<file path="src/common/pmtx_pkg.sv">
// Constants and types shared by the link control register block
package pmtx_pkg;
  localparam int ADDR_W = 6;
  localparam int DATA_W = 8;
  localparam int FIFO_DEPTH = 8;
  localparam int NUM_EDGE_ALARMS = 8;
  localparam int NUM_RISE_ALARMS = 8;

  // Register offsets
  localparam logic [ADDR_W-1:0] ADDR_TX_FIFO = 6'h37;
  localparam logic [ADDR_W-1:0] ADDR_LINK_CTRL = 6'h3d;
  localparam logic [ADDR_W-1:0] ADDR_CNT_HIGH = 6'h3e;
  localparam logic [ADDR_W-1:0] ADDR_EDGE_SEL = 6'h3f;

  // Link control field positions
  localparam int BIT_DEJITTER = 7;
  localparam int BIT_IRQ_POL = 6;
  localparam int BIT_RX_HALF_IE = 5;
  localparam int BIT_RX_ENABLE = 4;
  localparam int BIT_END_OF_MSG = 2;
  localparam int BIT_TX_HALF_IE = 1;
  localparam int BIT_TX_LINK_EN = 0;

  // Edge select field positions
  localparam int BIT_RISE = 1;
  localparam int BIT_FALL = 0;

  // Reset values and writable masks; masked bits read as zero
  localparam logic [DATA_W-1:0] LINK_CTRL_RST = 8'h00;
  localparam logic [DATA_W-1:0] LINK_CTRL_WMASK = 8'hf7;
  localparam logic [DATA_W-1:0] CNT_HIGH_RST = 8'h00;
  localparam logic [DATA_W-1:0] EDGE_SEL_RST = 8'h00;
  localparam logic [DATA_W-1:0] EDGE_SEL_WMASK = 8'h03;
  localparam logic [DATA_W-1:0] READ_IDLE = 8'h00;

  // HDLC framing
  localparam logic [15:0] HDLC_FLAG = 16'h007e;
  localparam logic [15:0] CRC_INIT = 16'hffff;
  localparam logic [15:0] CRC_POLY_REV = 16'h8408;
  localparam logic [2:0] STUFF_LIMIT = 3'h5;
  localparam logic [3:0] BYTE_LAST = 4'h7;
  localparam logic [3:0] FCS_LAST = 4'hf;

  typedef enum logic [1:0] {
    TX_FLAG = 2'b00,
    TX_DATA = 2'b01,
    TX_FCS = 2'b11
  } pmtx_tx_state_t;
endpackage

</file>
<file path="src/common/pmtx_fifo_if.sv">
// Handshake bundle between the link logic and its transmit FIFO
`timescale 1ns/10ps
`default_nettype none
interface pmtx_fifo_if #(parameter int WIDTH = 8);
  logic [WIDTH-1:0] wdata;
  logic wvalid;
  logic wready;
  logic [WIDTH-1:0] rdata;
  logic rvalid;
  logic rready;
  logic flush;

  modport ctrl (output wdata, wvalid, rready, flush,
                input wready, rdata, rvalid);
  modport store (input wdata, wvalid, rready, flush,
                 output wready, rdata, rvalid);
endinterface
`default_nettype wire

</file>
<file path="src/rtl/pmtx_edge_irq.sv">
// Per-alarm transition detector producing interrupt request set pulses
`timescale 1ns/10ps
`default_nettype none
module pmtx_edge_irq #(
  parameter int N = 8
) (
  input wire logic clk,
  input wire logic rst,
  input wire logic [N-1:0] alarm,
  input wire logic rise_en,
  input wire logic fall_en,
  output logic [N-1:0] set_q
);
  logic [N-1:0] prev_q;
  logic [N-1:0] set_d;

  for (genvar i = 0; i < N; i++) begin : g_bit
    always_comb begin
      set_d[i] = (rise_en && alarm[i] && !prev_q[i]) ||
                 (fall_en && !alarm[i] && prev_q[i]);
    end
  end

  always_ff @(posedge clk) begin
    if (rst) begin
      prev_q <= '0;
      set_q <= '0;
    end else begin
      prev_q <= alarm;
      set_q <= set_d;
    end
  end
endmodule
`default_nettype wire

</file>
<file path="src/rtl/pmtx_fifo.sv">
// Flip-flop FIFO with valid/ready on both sides and a flush input
`timescale 1ns/10ps
`default_nettype none
module pmtx_fifo #(
  parameter int WIDTH = 8,
  parameter int DEPTH = 8
) (
  input wire logic clk,
  input wire logic rst,
  pmtx_fifo_if.store f
);
  localparam int PTR_W = $clog2(DEPTH);
  localparam int CNT_W = $clog2(DEPTH + 1);
  localparam logic [CNT_W-1:0] FULL_CNT = CNT_W'(DEPTH);
  localparam logic [PTR_W-1:0] LAST_PTR = PTR_W'(DEPTH - 1);

  logic [WIDTH-1:0] mem_q [DEPTH];
  logic [PTR_W-1:0] wr_ptr_q, wr_ptr_d, rd_ptr_q, rd_ptr_d;
  logic [CNT_W-1:0] count_q, count_d;
  logic push, pop;

  assign f.wready = (count_q != FULL_CNT);
  assign f.rvalid = (count_q != '0);
  assign f.rdata = mem_q[rd_ptr_q];
  assign push = f.wvalid && f.wready && !f.flush;
  assign pop = f.rready && f.rvalid && !f.flush;

  always_comb begin
    wr_ptr_d = wr_ptr_q;
    rd_ptr_d = rd_ptr_q;
    count_d = count_q;
    if (f.flush) begin
      wr_ptr_d = '0;
      rd_ptr_d = '0;
      count_d = '0;
    end else begin
      if (push) begin
        wr_ptr_d = (wr_ptr_q == LAST_PTR) ? '0 : wr_ptr_q + 1'b1;
      end
      if (pop) begin
        rd_ptr_d = (rd_ptr_q == LAST_PTR) ? '0 : rd_ptr_q + 1'b1;
      end
      if (push && !pop) begin
        count_d = count_q + 1'b1;
      end else if (pop && !push) begin
        count_d = count_q - 1'b1;
      end
    end
  end

  always_ff @(posedge clk) begin
    if (rst) begin
      wr_ptr_q <= '0;
      rd_ptr_q <= '0;
      count_q <= '0;
    end else begin
      wr_ptr_q <= wr_ptr_d;
      rd_ptr_q <= rd_ptr_d;
      count_q <= count_d;
    end
  end

  // Data storage needs no reset; count guards reads
  always_ff @(posedge clk) begin
    if (push) begin
      mem_q[wr_ptr_q] <= f.wdata;
    end
  end
endmodule
`default_nettype wire

</file>
<file path="src/rtl/pmtx_link_regs.sv">
// Transmit link control, counter high-byte latch and alarm edge select
`timescale 1ns/10ps
`default_nettype none
module pmtx_link_regs
  import pmtx_pkg::*;
(
  input wire logic clk,
  input wire logic rst,
  input wire logic [ADDR_W-1:0] cpu_addr,
  input wire logic cpu_wr,
  input wire logic cpu_rd,
  input wire logic [DATA_W-1:0] cpu_wdata,
  output logic [DATA_W-1:0] cpu_rdata_q,
  input wire logic cnt_low_rd,
  input wire logic [DATA_W-1:0] cnt_high_byte,
  output logic tx_fifo_ready_q,
  input wire logic cbit_slot,
  input wire logic ext_cbit,
  input wire logic stuff_cbit,
  input wire logic legacy_format_select,
  output logic path_maintenance_link_q,
  output logic [DATA_W-1:0] link_ctrl_q,
  output logic tx_msg_done_q,
  output logic tx_underflow_q,
  input wire logic [NUM_EDGE_ALARMS-1:0] alarm_edge,
  input wire logic [NUM_RISE_ALARMS-1:0] alarm_rise,
  output logic [NUM_EDGE_ALARMS-1:0] edge_irq_set_q,
  output logic [NUM_RISE_ALARMS-1:0] rise_irq_set_q
);
  pmtx_fifo_if #(.WIDTH(DATA_W)) fifo ();

  logic [DATA_W-1:0] link_ctrl_d;
  logic [DATA_W-1:0] cnt_high_q, cnt_high_d;
  logic [DATA_W-1:0] edge_sel_q, edge_sel_d;
  logic [DATA_W-1:0] cpu_rdata_d;
  logic tx_fifo_ready_d;
  logic ext_meta_q, ext_sync_q;

  pmtx_tx_state_t st_q, st_d;
  logic [15:0] sh_q, sh_d;
  logic [3:0] bitcnt_q, bitcnt_d;
  logic [2:0] ones_q, ones_d;
  logic [15:0] crc_q, crc_d;
  logic path_maintenance_link_d;
  logic tx_msg_done_d, tx_underflow_d;
  logic eom_clr;
  logic tx_en;
  logic wr_ctrl, wr_fifo;

  // Reflected CRC-16 step, one bit, least significant first
  function automatic logic [15:0] crc_step(input logic [15:0] c,
                                           input logic b);
    logic fb;
    fb = c[0] ^ b;
    crc_step = (c >> 1) ^ (fb ? CRC_POLY_REV : 16'h0000);
  endfunction

  assign tx_en = link_ctrl_q[BIT_TX_LINK_EN];
  assign wr_ctrl = cpu_wr && (cpu_addr == ADDR_LINK_CTRL);
  assign wr_fifo = cpu_wr && (cpu_addr == ADDR_TX_FIFO);

  // Bytes enter only while the transmitter runs; full drops the write
  assign fifo.wdata = cpu_wdata;
  assign fifo.wvalid = wr_fifo && tx_en;
  assign fifo.flush = !tx_en;

  pmtx_fifo #(
    .WIDTH(DATA_W),
    .DEPTH(FIFO_DEPTH)
  ) u_fifo (
    .clk(clk),
    .rst(rst),
    .f(fifo.store)
  );

  // General alarm requests follow the edge select bits
  pmtx_edge_irq #(
    .N(NUM_EDGE_ALARMS)
  ) u_edge_sel (
    .clk(clk),
    .rst(rst),
    .alarm(alarm_edge),
    .rise_en(edge_sel_q[BIT_RISE]),
    .fall_en(edge_sel_q[BIT_FALL]),
    .set_q(edge_irq_set_q)
  );

  // Dedicated requests are fixed to entry, whatever the selects say
  pmtx_edge_irq #(
    .N(NUM_RISE_ALARMS)
  ) u_edge_rise (
    .clk(clk),
    .rst(rst),
    .alarm(alarm_rise),
    .rise_en(1'b1),
    .fall_en(1'b0),
    .set_q(rise_irq_set_q)
  );

  // Register writes, latch and read mux
  always_comb begin
    link_ctrl_d = link_ctrl_q;
    if (wr_ctrl) begin
      link_ctrl_d = cpu_wdata & LINK_CTRL_WMASK;
    end
    // A software set arriving with the hardware clear wins
    if (eom_clr && !(wr_ctrl && cpu_wdata[BIT_END_OF_MSG])) begin
      link_ctrl_d[BIT_END_OF_MSG] = 1'b0;
    end

    edge_sel_d = edge_sel_q;
    if (cpu_wr && (cpu_addr == ADDR_EDGE_SEL)) begin
      // Upper bits are not stored, so stray ones read back as zero
      edge_sel_d = cpu_wdata & EDGE_SEL_WMASK;
    end

    cnt_high_d = cnt_high_q;
    if (cnt_low_rd) begin
      cnt_high_d = cnt_high_byte;
    end

    cpu_rdata_d = READ_IDLE;
    if (cpu_rd) begin
      unique case (cpu_addr)
        ADDR_LINK_CTRL: cpu_rdata_d = link_ctrl_q;
        ADDR_CNT_HIGH: cpu_rdata_d = cnt_high_q;
        ADDR_EDGE_SEL: cpu_rdata_d = edge_sel_q;
        default: cpu_rdata_d = READ_IDLE;
      endcase
    end

    tx_fifo_ready_d = fifo.wready && tx_en;
  end

  always_ff @(posedge clk) begin
    if (rst) begin
      link_ctrl_q <= LINK_CTRL_RST;
      edge_sel_q <= EDGE_SEL_RST;
      cnt_high_q <= CNT_HIGH_RST;
      cpu_rdata_q <= READ_IDLE;
      tx_fifo_ready_q <= 1'b0;
    end else begin
      link_ctrl_q <= link_ctrl_d;
      edge_sel_q <= edge_sel_d;
      cnt_high_q <= cnt_high_d;
      cpu_rdata_q <= cpu_rdata_d;
      tx_fifo_ready_q <= tx_fifo_ready_d;
    end
  end

  // External C-bit arrives from a pin
  always_ff @(posedge clk) begin
    if (rst) begin
      ext_meta_q <= 1'b0;
      ext_sync_q <= 1'b0;
    end else begin
      ext_meta_q <= ext_cbit;
      ext_sync_q <= ext_meta_q;
    end
  end

  // HDLC transmitter, one bit per link C-bit slot
  always_comb begin
    st_d = st_q;
    sh_d = sh_q;
    bitcnt_d = bitcnt_q;
    ones_d = ones_q;
    crc_d = crc_q;
    path_maintenance_link_d = path_maintenance_link_q;
    fifo.rready = 1'b0;
    eom_clr = 1'b0;
    tx_msg_done_d = 1'b0;
    tx_underflow_d = 1'b0;
    if (cbit_slot) begin
      if (!tx_en) begin
        // Restart cleanly with a flag when enabled again
        st_d = TX_FLAG;
        sh_d = HDLC_FLAG;
        bitcnt_d = '0;
        ones_d = '0;
        path_maintenance_link_d = legacy_format_select ? stuff_cbit
                                                       : ext_sync_q;
      end else if (ones_q == STUFF_LIMIT) begin
        // Zero insertion; shifter holds its place
        path_maintenance_link_d = 1'b0;
        ones_d = '0;
      end else begin
        path_maintenance_link_d = sh_q[0];
        sh_d = sh_q >> 1;
        bitcnt_d = bitcnt_q + 1'b1;
        unique case (st_q)
          TX_FLAG: begin
            ones_d = '0;
            if (bitcnt_q == BYTE_LAST) begin
              bitcnt_d = '0;
              crc_d = CRC_INIT;
              if (fifo.rvalid) begin
                sh_d = {8'h00, fifo.rdata};
                fifo.rready = 1'b1;
                st_d = TX_DATA;
              end else begin
                sh_d = HDLC_FLAG;
              end
            end
          end
          TX_DATA: begin
            ones_d = sh_q[0] ? ones_q + 1'b1 : '0;
            crc_d = crc_step(crc_q, sh_q[0]);
            if (bitcnt_q == BYTE_LAST) begin
              bitcnt_d = '0;
              if (fifo.rvalid) begin
                sh_d = {8'h00, fifo.rdata};
                fifo.rready = 1'b1;
              end else if (link_ctrl_q[BIT_END_OF_MSG]) begin
                sh_d = ~crc_step(crc_q, sh_q[0]);
                st_d = TX_FCS;
              end else begin
                // Ran dry without an end mark: close with a flag
                sh_d = HDLC_FLAG;
                st_d = TX_FLAG;
                tx_underflow_d = 1'b1;
              end
            end
          end
          TX_FCS: begin
            ones_d = sh_q[0] ? ones_q + 1'b1 : '0;
            if (bitcnt_q == FCS_LAST) begin
              bitcnt_d = '0;
              sh_d = HDLC_FLAG;
              st_d = TX_FLAG;
              eom_clr = 1'b1;
              tx_msg_done_d = 1'b1;
            end
          end
          default: begin
            st_d = TX_FLAG;
            sh_d = HDLC_FLAG;
            bitcnt_d = '0;
          end
        endcase
      end
    end
  end

  always_ff @(posedge clk) begin
    if (rst) begin
      st_q <= TX_FLAG;
      sh_q <= HDLC_FLAG;
      bitcnt_q <= '0;
      ones_q <= '0;
      crc_q <= CRC_INIT;
      path_maintenance_link_q <= 1'b0;
      tx_msg_done_q <= 1'b0;
      tx_underflow_q <= 1'b0;
    end else begin
      st_q <= st_d;
      sh_q <= sh_d;
      bitcnt_q <= bitcnt_d;
      ones_q <= ones_d;
      crc_q <= crc_d;
      path_maintenance_link_q <= path_maintenance_link_d;
      // Events only reach the interrupt logic while enabled
      tx_msg_done_q <= tx_msg_done_d && tx_en;
      tx_underflow_q <= tx_underflow_d && tx_en;
    end
  end
endmodule
`default_nettype wire

</file>
<file path="config.mk">
export PLATFORM = sky130hd
export DESIGN_NAME = pmtx_link_regs
export DESIGN_NICKNAME = d
export VERILOG_FILES = /design/src/common/pmtx_pkg.sv /design/src/common/pmtx_fifo_if.sv /design/src/rtl/pmtx_edge_irq.sv /design/src/rtl/pmtx_fifo.sv /design/src/rtl/pmtx_link_regs.sv
export SDC_FILE = /design/constraint.sdc
export NUM_CORES = 1
export LEC_CHECK = 0
export BUFFER_PORTS_ARGS = -buffer_cell sky130_fd_sc_hd__clkbuf_2
export CAP_MARGIN = 10
export CORE_MARGIN = 4
export CORE_UTILIZATION = 25
export CTS_BUF_LIST = sky130_fd_sc_hd__clkbuf_8
export DETAILED_ROUTE_END_ITERATION = 8
export GPL_ROUTABILITY_DRIVEN = 0
export GPL_TIMING_DRIVEN = 1
export SYNTH_ARGS = -nofsm -noshare
export SYNTH_HDL_FRONTEND = slang
export SYNTH_HIERARCHICAL = 1
export SYNTH_SLANG_ARGS = --single-unit
</file>
<file path="constraint.sdc">
create_clock -name clk -period 4.42 [get_ports clk]
set_clock_uncertainty 0.1 [all_clocks]
set_input_delay 0.221 -clock clk [delete_from_list [all_inputs] [get_ports clk]]
set_output_delay 0.221 -clock clk [all_outputs]
set_load 0.05 [all_outputs]
</file>
==> results of run 1 <==
routing by layer:
metal	GRT usage, %	wire length [um]	vias to the layer above
met3	2.48	583	14
li1	-	-	2533
met4	3.84	221	0
met5	0	0	-
met1	14.3	8220	2545
met2	17.4	8580	83
critical path: stages (launching register included):
cell and delay (ns):
dfxtp_1 0.36, inv_1 0.06, ha_1 0.21, a21bo_1 0.22, or3_4 0.41, nor3_1 0.33, nand2_1 0.19, or2_2 0.31
ha_1 0.19, inv_1 0.12, ha_1 0.28, a21oi_1 0.20, nand3_1 0.12, a211oi_1 0.25, a31o_2 0.13
worst max path at each step:
stage | endpoint | slack, ns | cells after the start
2_1_floorplan | u_fifo/count_q[3]$_SDFFE_PP0P_ | 1.02 | 12
3_3_place_gp | u_fifo/count_q[3]$_SDFFE_PP0P_ | 0.96 | 14
3_5_place_dp | u_fifo/count_q[3]$_SDFFE_PP0P_ | 0.90 | 14
4_1_cts | u_fifo/count_q[3]$_SDFFE_PP0P_ | 0.85 | 14
5_1_grt | u_fifo/count_q[3]$_SDFFE_PP0P_ | 0.57 | 14
6_report | u_fifo/count_q[3]$_SDFFE_PP0P_ | 0.86 | 14
cells in the final DEF, fill, tap and decap left out, types with 6 or more instances in the layout:
| master | synthesis | layout |
|---|---|---|
| dfxtp_1 | 117 | 117 |
| clkbuf_2 | 0 | 80 |
| edfxtp_1 | 64 | 64 |
| nor2_1 | 54 | 54 |
| nand3b_1 | 34 | 34 |
| dlygate4sd3_1 | 0 | 34 |
| nor3_1 | 32 | 31 |
| a21oi_1 | 30 | 30 |
| nand2_1 | 23 | 23 |
| o21ai_0 | 20 | 20 |
| mux2i_1 | 18 | 18 |
| clkbuf_8 | 0 | 17 |
| nor2b_1 | 16 | 16 |
| a21oi_2 | 16 | 16 |
| inv_1 | 15 | 15 |
| mux4_1 | 15 | 15 |
| a22oi_1 | 14 | 14 |
| nand3_1 | 13 | 13 |
| mux2_2 | 10 | 10 |
| ha_1 | 10 | 10 |
| or2_2 | 8 | 8 |
| and2b_1 | 8 | 8 |
| a221oi_1 | 7 | 7 |
| buf_4 | 5 | 6 |
report_power, final:
part	total, mW	switching, mW	internal, mW
sequential	1.75	0.00881	1.74
clock	1.18	0.692	0.487
combinational	0.150	0.0882	0.0615
total	3.08	0.789	2.29
final cells by class:
class,count,share of cell area (%)
Inverter,15,0.626
Tap cell,390,5.43
Clock inverter,15,2.13
Timing Repair Buffer,121,8.79
Multi-Input combinational cell,399,32.9
Antenna cell,3,0.0835
Clock buffer,17,2.60
Sequential cell,181,47.4
synth_stat cells (all sizes together) (18+ instances only):
library cell  instances  area [um2]
dfxtp               117        2340
edfxtp               64        1920
nor2                 54         203
a21oi                46         290
nand3b               35         275
nor3                 33         170
nand2                23        86.3
buf                  21         145
o21ai                20         100
mux2i                18         180
state kept, by name (all words and copies together) (netlist names), 2 cells and up, named ones only:
signal,cells
link_ctrl_q,7
crc_q,16
cpu_rdata_q,8
u_edge_rise/prev_q,8
cnt_high_q,8
u_fifo/wr_ptr_q,3
u_fifo/rd_ptr_q,3
sh_q,16
u_fifo/mem_q,64
bitcnt_q,4
u_edge_rise/set_q,8
u_fifo/count_q,4
edge_sel_q,2
u_edge_sel/set_q,8
ones_q,3
u_edge_sel/prev_q,8
st_q,2
logic make-up after synthesis:
logic type / count (synthesis)
buf+inv: 52
mux: 44
fa+ha+maj: 11
simple gates: 223
other cells: 2
compound gates: 110
xor+xnor: 8
flops: 181
timing repair:
| action | 4_1_cts | 5_1_grt |
|---|---|---|
| hold buffers | 34 | 0 |
| buffers inserted | 0 | 0 |
| hold endpoints to repair | 103 | 0 |
stage by stage:
| stage | instances | area, um2 |
|---|---|---|
| 4_1_cts | 1138 | 8980 |
| 3_5_place_dp | 1072 | 8220 |
| 5_1_grt | 1139 | 8990 |
| 6_report | 1141 | 8990 |
| 3_3_place_gp | 1072 | 8220 |
| 2_1_floorplan | 632 | 7480 |
==> parameters.txt, run 1 <==
Parameter                              Value

Finish
  Sequential Area ... 0.00426 mm2
  Footprint of the multi-input gates ... 0.00296 mm2
  Total Nets Final ... 793
  Area overhead of the layout relative to synthesis ... 20.3%
  Count of fill cells added during filler insertion ... 3016
  End-of-flow core utilization ... 30.4%
  Share of layout cells above drive strength 1 ... 21.7%

Floorplan
  Initial Util ... 25.3%
  Die area ... 0.0327 mm2
  Die W ... 181 um
  Area inside the core boundary ... 0.0296 mm2
  IO Count ... 83
  Cell row count ... 63
  Die height ... 181 um

Global routing
  Pin count of the biggest net entering global routing ... 50
  Global-route wire length before repair ... 28100 um
  Total global-route track usage ... 10.8%
  Initial antenna violation count ... 1
  Residual overflow from global routing ... 0
  Via count of the first global-routing pass ... 5105

Run
  Total of max-cap violations ... 0

Setup path
  Req. time, crit path ... 4.73 ns
  Endpoint of the worst register-to-register path ... u_fifo/count_q[3]$_SDFFE_PP0P_
  Arrival time of data at the critical path endpoint ... 3.87 ns
  Worst-path maximum fanout ... 6
  Kind of end point of the critical path ... flop
  Setup slack, reg-to-reg ... 0.86 ns
  Start of the worst register-to-register path ... ones_q[1]$_SDFFE_PP0P_
  Setup crit start ... ones_q[1]$_SDFFE_PP0P_
  Cells on worst reg2reg path ... 14
  Setup Crit Path Kind ... reg -> reg
  Launching element type of the critical path ... flop

Yosys
  Share of synthesized area spent on multiplexers ... 9.49%
  Library cells used by synthesis ... 64
  Synthesized instance count ... 631
  FFs w/ async S/R, synth ... 0%
  Simple logic cell fraction of the synthesized area ... 16.9%
  Mean instance size in the synthesized netlist ... 11.8 um2
  Adder-cell area share of the yosys netlist ... 1.94%
  Xor/xnor share of the synthesized area ... 0.937%
  Synth Area in Compound Gates ... 10.1%
  Dominant combinational cell family by area after synthesis ... simple AND/OR/NAND/NOR gates
  Number of enable flip-flop cells after synthesis ... 64
  Prevailing post-synth register cell ... dfxtp_1
  Warning count from the yosys run ... 6
  Post-Synthesis Cell Area ... 0.00748 mm2
  Post-synthesis sequential area ratio ... 57.0%
  Synth Register Bits ... 181

Timing
  Final count of negative-setup-slack endpoints ... 0
  Total negative setup slack ... 0 ns
  Least setup slack across all paths after layout ... 0.862 ns
  Measured slew at the worst slew-check pin ... 1.17 ns
  Achievable Freq ... 0.281 GHz
  Final period util ... 80.5%
  Worst hold margin ... 0.0772 ns
  Max-slew headroom at the worst pin ... 21.6%
  Minimum clock period after layout ... 3.56 ns
  Number of hold violations in the final report ... 0
  Setup repair after global routing missed its margin ... false
  Final number of max-transition violations ... 0

CTS
  Clock-pin slew on the worst setup and hold paths ... 0.12 ns
  Total CTS buffers ... 17
  Clk root buf ... clkbuf_8
  Number of cells upsized or downsized after cts ... 0
  Number of buffers on the longest clock path ... 2
  Worst-skew pair later-pin latency ... 0.48 ns
  TritonCTS Sinks ... 181
  H-Tree Level Count ... 4
  Clock tree from TritonCTS ... yes

Route
  WL/cell ... 15.4 um
  Number of vias after detailed routing ... 5175
  Number of routed nets with antenna violations ... 0
  Overall routed net length ... 17600 um
  Per-cell via count in the routed design ... 4.54
  Pre-antenna DRT Iters ... 5
  Post-route DRC violation count ... 0
  Iter 0 DRT Violations ... 335

Pwr
  Peak supply drop ... 0.213 mV
  Pwr Total ... 3.08 mW
  Static leakage ... 3.18 nW
  Total power density per cell area ... 342 mW/mm2

Worst hold path
  Class of the tightest hold or removal check ... in -> reg
  Hold path startpoint ... cpu_wdata[0]
  Hold depth ... 1
  Endpoint, Worst Hold ... u_fifo/mem_q[4][0]$_DFFE_PP_

Place
  Post-Place Worst Slack ... 0.896 ns
  IO buf count ... 81
  Half-perimeter wire length after detailed placement ... 12100 um

Outcome
  Run status ... finished, final reports clean
No activity file was read; power rests on OpenSTA's default activity.
==> run 2, diff against run 1 <==
--- a/config.mk
+++ b/config.mk
@@ -5,6 +5,7 @@
 export SDC_FILE = /design/constraint.sdc
 export NUM_CORES = 1
 export LEC_CHECK = 0
+export ABC_AREA = 1
 export BUFFER_PORTS_ARGS = -buffer_cell sky130_fd_sc_hd__clkbuf_2
 export CAP_MARGIN = 10
 export CORE_MARGIN = 4
==> constraint.sdc (replaced) <==
create_clock -name clk -period 3.35 [get_ports clk]
set_clock_uncertainty 0.1 [all_clocks]
set_input_delay 0.1675 -clock clk [delete_from_list [all_inputs] [get_ports clk]]
set_output_delay 0.1675 -clock clk [all_outputs]
set_load 0.05 [all_outputs]
==> parameters.txt, run 2 <==
Parameter                              Value

Yosys
  Post-synthesis sequential area ratio ... 55.0% (was 57.0%)
  Number of enable flip-flop cells after synthesis ... 64 (unchanged)
  Post-Synthesis Cell Area ... 0.00776 mm2 (was 0.00748 mm2)
  Warning count from the yosys run ... 6 (unchanged)
  Prevailing post-synth register cell ... dfxtp_1 (unchanged)
  Mean instance size in the synthesized netlist ... 8.65 um2 (was 11.8 um2)
  Area leader, netlist ... dfxtp_1 (unchanged)
  Synth Register Bits ... 181 (unchanged)
  Biggest area contributors in the synthesized netlist ... dfxtp_1 30%, edfxtp_1 25%, nand2_1 10% (was dfxtp_1 31%, edfxtp_1 26%, mux4_1 5.3%)
  Most frequent cells after synthesis ... 207 x nand2_1, 126 x nor2_1, 117 x dfxtp_1, 67 x inv_1, 64 x edfxtp_1 (was 117 x dfxtp_1, 64 x edfxtp_1, 54 x nor2_1, 34 x nand3b_1, 32 x nor3_1)
  Library cells used by synthesis ... 43 (was 64)
  FFs w/ async S/R, synth ... 0% (unchanged)
  Share of Yosys cell area claimed by the top area cell type ... 30.2% (was 31.3%)
  Most numerous cell in the Yosys netlist ... nand2_1 (was dfxtp_1)
  Synthesized instance count ... 897 (was 631)

Setup path
  CP dominant cell by count ... nand2_1 (was ha_1)
  Crit-path cells ... nor2_1 > nand3_1 > clkinv_1 > nor4_1 > nand3_1 > ha_1 > inv_1 > ha_1 > nand2_1 > nand2_1 > nor2_1 > nand2_1 > nand3_1 > nand2_1 > inv_1 (was inv_1 > ha_1 > a21bo_1 > or3_4 > nor3_1 > nand2_1 > or2_2 > ha_1 > inv_1 > ha_1 > a21oi_1 > nand3_1 > a211oi_1 > a31o_2)
  Arrival time of data at the critical path endpoint ... 3.22 ns (was 3.87 ns)
  Cells on worst reg2reg path ... 15 (was 14)
  Req. time, crit path ... 3.65 ns (was 4.73 ns)
  Kind of end point of the critical path ... flop (unchanged)
  Critical-path top delay cell ... dfxtp_1 (was or3_4)
  Setup Crit Path Kind ... reg -> reg (unchanged)
  Worst-path maximum fanout ... 10 (was 6)
  Largest stage delay, worst path ... 0.43 ns (was 0.41 ns)
  Launching element type of the critical path ... flop (unchanged)

Floorplan
  IO Count ... 83 (unchanged)
  Die W ... 184 um (was 181 um)
  Initial Util ... 25.4% (was 25.3%)
  Die area ... 0.0339 mm2 (was 0.0327 mm2)
  Die height ... 184 um (was 181 um)
  Cell row count ... 64 (was 63)
  Area inside the core boundary ... 0.0306 mm2 (was 0.0296 mm2)

Pwr
  Switching share of power ... 22.8% (was 25.7%)
  Total power density per cell area ... 415 mW/mm2 (was 342 mW/mm2)
  Peak supply drop ... 0.244 mV (was 0.213 mV)
  Combinational cell fraction of total power ... 5.7% (was 4.9%)
  Switching component of the power ... 0.883 mW (was 0.789 mW)
  Static leakage ... 3.82 nW (was 3.18 nW)
  Power share of the sequential group ... 59.5% (was 56.8%)
  Clock network fraction of total power ... 34.8% (was 38.3%)
  Power Internal ... 2.99 mW (was 2.29 mW)

Timing
  Total negative setup slack ... 0 ns (unchanged)
  Achievable Freq ... 0.342 GHz (was 0.281 GHz)
  Setup repair after global routing missed its margin ... false (unchanged)
  Number of hold violations in the final report ... 0 (unchanged)
  Final period util ... 87.2% (was 80.5%)
  Measured slew at the worst slew-check pin ... 0.882 ns (was 1.17 ns)
  Max-slew headroom at the worst pin ... 40.8% (was 21.6%)
  Minimum clock period after layout ... 2.92 ns (was 3.56 ns)
  Final number of max-transition violations ... 0 (unchanged)
  Final count of negative-setup-slack endpoints ... 0 (unchanged)

CTS
  H-Tree Level Count ... 4 (unchanged)
  Worst-skew pair later-pin latency ... 0.45 ns (was 0.48 ns)
  Post-CTS Hold Fix Bufs ... 47 (was 34)
  Clk root buf ... clkbuf_8 (unchanged)
  TritonCTS Sinks ... 181 (unchanged)
  Setup fix buffers added after clock tree synthesis ... 0 (unchanged)
  Number of cells upsized or downsized after cts ... 0 (unchanged)
  Total CTS buffers ... 17 (unchanged)
  Clock tree from TritonCTS ... yes (unchanged)
  Clock-pin slew on the worst setup and hold paths ... 0.08 ns (was 0.12 ns)
  Number of buffers on the longest clock path ... 2 (unchanged)

Finish
  Leading cell type in the layout, fill and taps excluded ... nand2_1 (was dfxtp_1)
  Number of flip-flops in the largest register ... 64 (unchanged)
  Total Nets Final ... 1079 (was 793)
  Leading cell types in the layout, fill and taps excluded ... 207 x nand2_1, 126 x nor2_1, 117 x dfxtp_1, 80 x clkbuf_2, 71 x inv_1 (was 117 x dfxtp_1, 80 x clkbuf_2, 64 x edfxtp_1, 54 x nor2_1)
  Antenna Diode Count ... 0 (was 3)
  Area overhead of the layout relative to synthesis ... 20.3% (about the same)
  Share of layout cells above drive strength 1 ... 15.8% (was 21.7%)
  Most flop-heavy register ... u_fifo/mem_q (unchanged)
  Non-filler cells, final ... 1430 (was 1141)
  Leading registers by flop count ... u_fifo/mem_q: 64 flops, crc_q: 16 flops, sh_q: 16 flops (unchanged)
  Count of fill cells added during filler insertion ... 3255 (was 3016)

Route
  Pre-antenna DRT Iters ... 5 (unchanged)
  Overall routed net length ... 18900 um (was 17600 um)
  Number of routed nets with antenna violations ... 0 (unchanged)
  Per-cell via count in the routed design ... 4.38 (was 4.54)
  Number of vias after detailed routing ... 6261 (was 5175)
  Topmost layer with routed signal wires ... met4 (unchanged)
  Iter 0 DRT Violations ... 392 (was 335)
  WL/cell ... 13.2 um (was 15.4 um)
  Met1 wire length ... 8590 um (was 8220 um)
  Post-route DRC violation count ... 0 (unchanged)
  Met3 routed wirelength ... 829 um (was 583 um)
  Detail Route met2 WL ... 9310 um (was 8580 um)

Global routing
  Global-route wire length before repair ... 30700 um (was 28100 um)
  Residual overflow from global routing ... 0 (unchanged)
  Via count of the first global-routing pass ... 6180 (was 5105)
  Total global-route track usage ... 11.1% (was 10.8%)
  Initial antenna violation count ... 0 (was 1)
  Pin count of the biggest net entering global routing ... 44 (was 50)

Run
  Total of max-cap violations ... 0 (unchanged)

Worst hold path
  Hold depth ... 1 (unchanged)
  Class of the tightest hold or removal check ... in -> reg (unchanged)

Place
  Half-perimeter wire length after detailed placement ... 13000 um (was 12100 um)
  Placed cells ... 1351 (was 1072)
  IO buf count ... 81 (unchanged)

Outcome
  Run status ... finished, final reports clean (unchanged)
==> run 2: cell count changes after synthesis, sizes merged, moves of 16 or more <==
cell and delta:
nand2 +187, nor2 +96, o21ai +62, inv +60
nand3 +30, nor3 -28, nand3b -21, mux2i -18
mux4 -16, nor2b -16
==> run 2: area by class of cell <==
type                    count  area, um2  share of cell area (%)
clock buffers              19        262                    2.80
repair buffers            134        923                    9.90
flip-flops and latches    181       4260                    45.7
clock inverters            13       93.8                    1.01
inverters                  76        290                    3.11
multi-input cells         611       3000                    32.2
well taps                 396        495                    5.31
==> run 2: through the flow <==
stage               hold WS [ns]  setup WS (ns)  cell area [um2]  utilization, %  total power, mW
finish                    0.0211          0.430             9330            30.5             3.87
global route             0.00265          0.112             9330            30.5             4.03
CTS                      0.00492          0.445             9330            30.5             3.91
detailed placement         0.281          0.481             8500            27.8             2.53
global placement           0.278          0.577             8500            27.8             2.53
floorplan                  0.166          0.595             7760               -             2.46
==> run 2: cell families (layout without fill, tap and decap cells) <==
family                   after synthesis  count (layout)  synth area share [%]
other                                  2               3                0.0968
adder cells (fa/ha/maj)               11              11                  1.87
AO/OA/AOI/OAI                        144             144                  10.1
XOR/XNOR                               4               4                 0.452
AND/OR/NAND/NOR                      449             449                  26.1
buffers and inverters                106             242                  6.45
flip-flops                           181             181                  55.0
==> run 2: final timing paths <==
| kind | startpoint | end | slack [ns] |
|---|---|---|---|
| min reg2reg | ext_meta_q$_SDFF_PP0_ | ext_sync_q$_SDFF_PP0_ | 0.31 |
| max | u_fifo/count_q[0]$_SDFFE_PP0P_ | u_fifo/count_q[3]$_SDFFE_PP0P_ | 0.43 |
| min | cpu_wdata[0] | u_fifo/mem_q[0][0]$_DFFE_PP_ | 0.02 |
| max reg2reg | u_fifo/count_q[0]$_SDFFE_PP0P_ | u_fifo/count_q[3]$_SDFFE_PP0P_ | 0.43 |
==> run 2: worst max-delay path: cells and delay by family, from the launching register on <==
kind                     cells  cell delay, ns
flip-flops                   1            0.43
adder cells (fa/ha/maj)      2            0.56
AND/OR/NAND/NOR             10            1.36
buffers and inverters        3            0.42
==> run 2: per-layer routing <==
metal / GRT usage (%) / vias up
met5: 0 / -
met1: 14.4 / 2909
met3: 2.37 / 17
li1: - / 3192
met2: 19.1 / 143
met4: 2.84 / 0
==> run 2: power by group through the flow <==
| stage | clock network, mW | logic, mW | registers, mW |
|---|---|---|---|
| floorplan | 0 | 0.0834 | 2.38 |
| global placement | 0 | 0.173 | 2.36 |
| detailed placement | 0 | 0.174 | 2.36 |
| CTS | 1.39 | 0.220 | 2.31 |
| global route | 1.47 | 0.242 | 2.31 |
| finish | 1.35 | 0.221 | 2.31 |
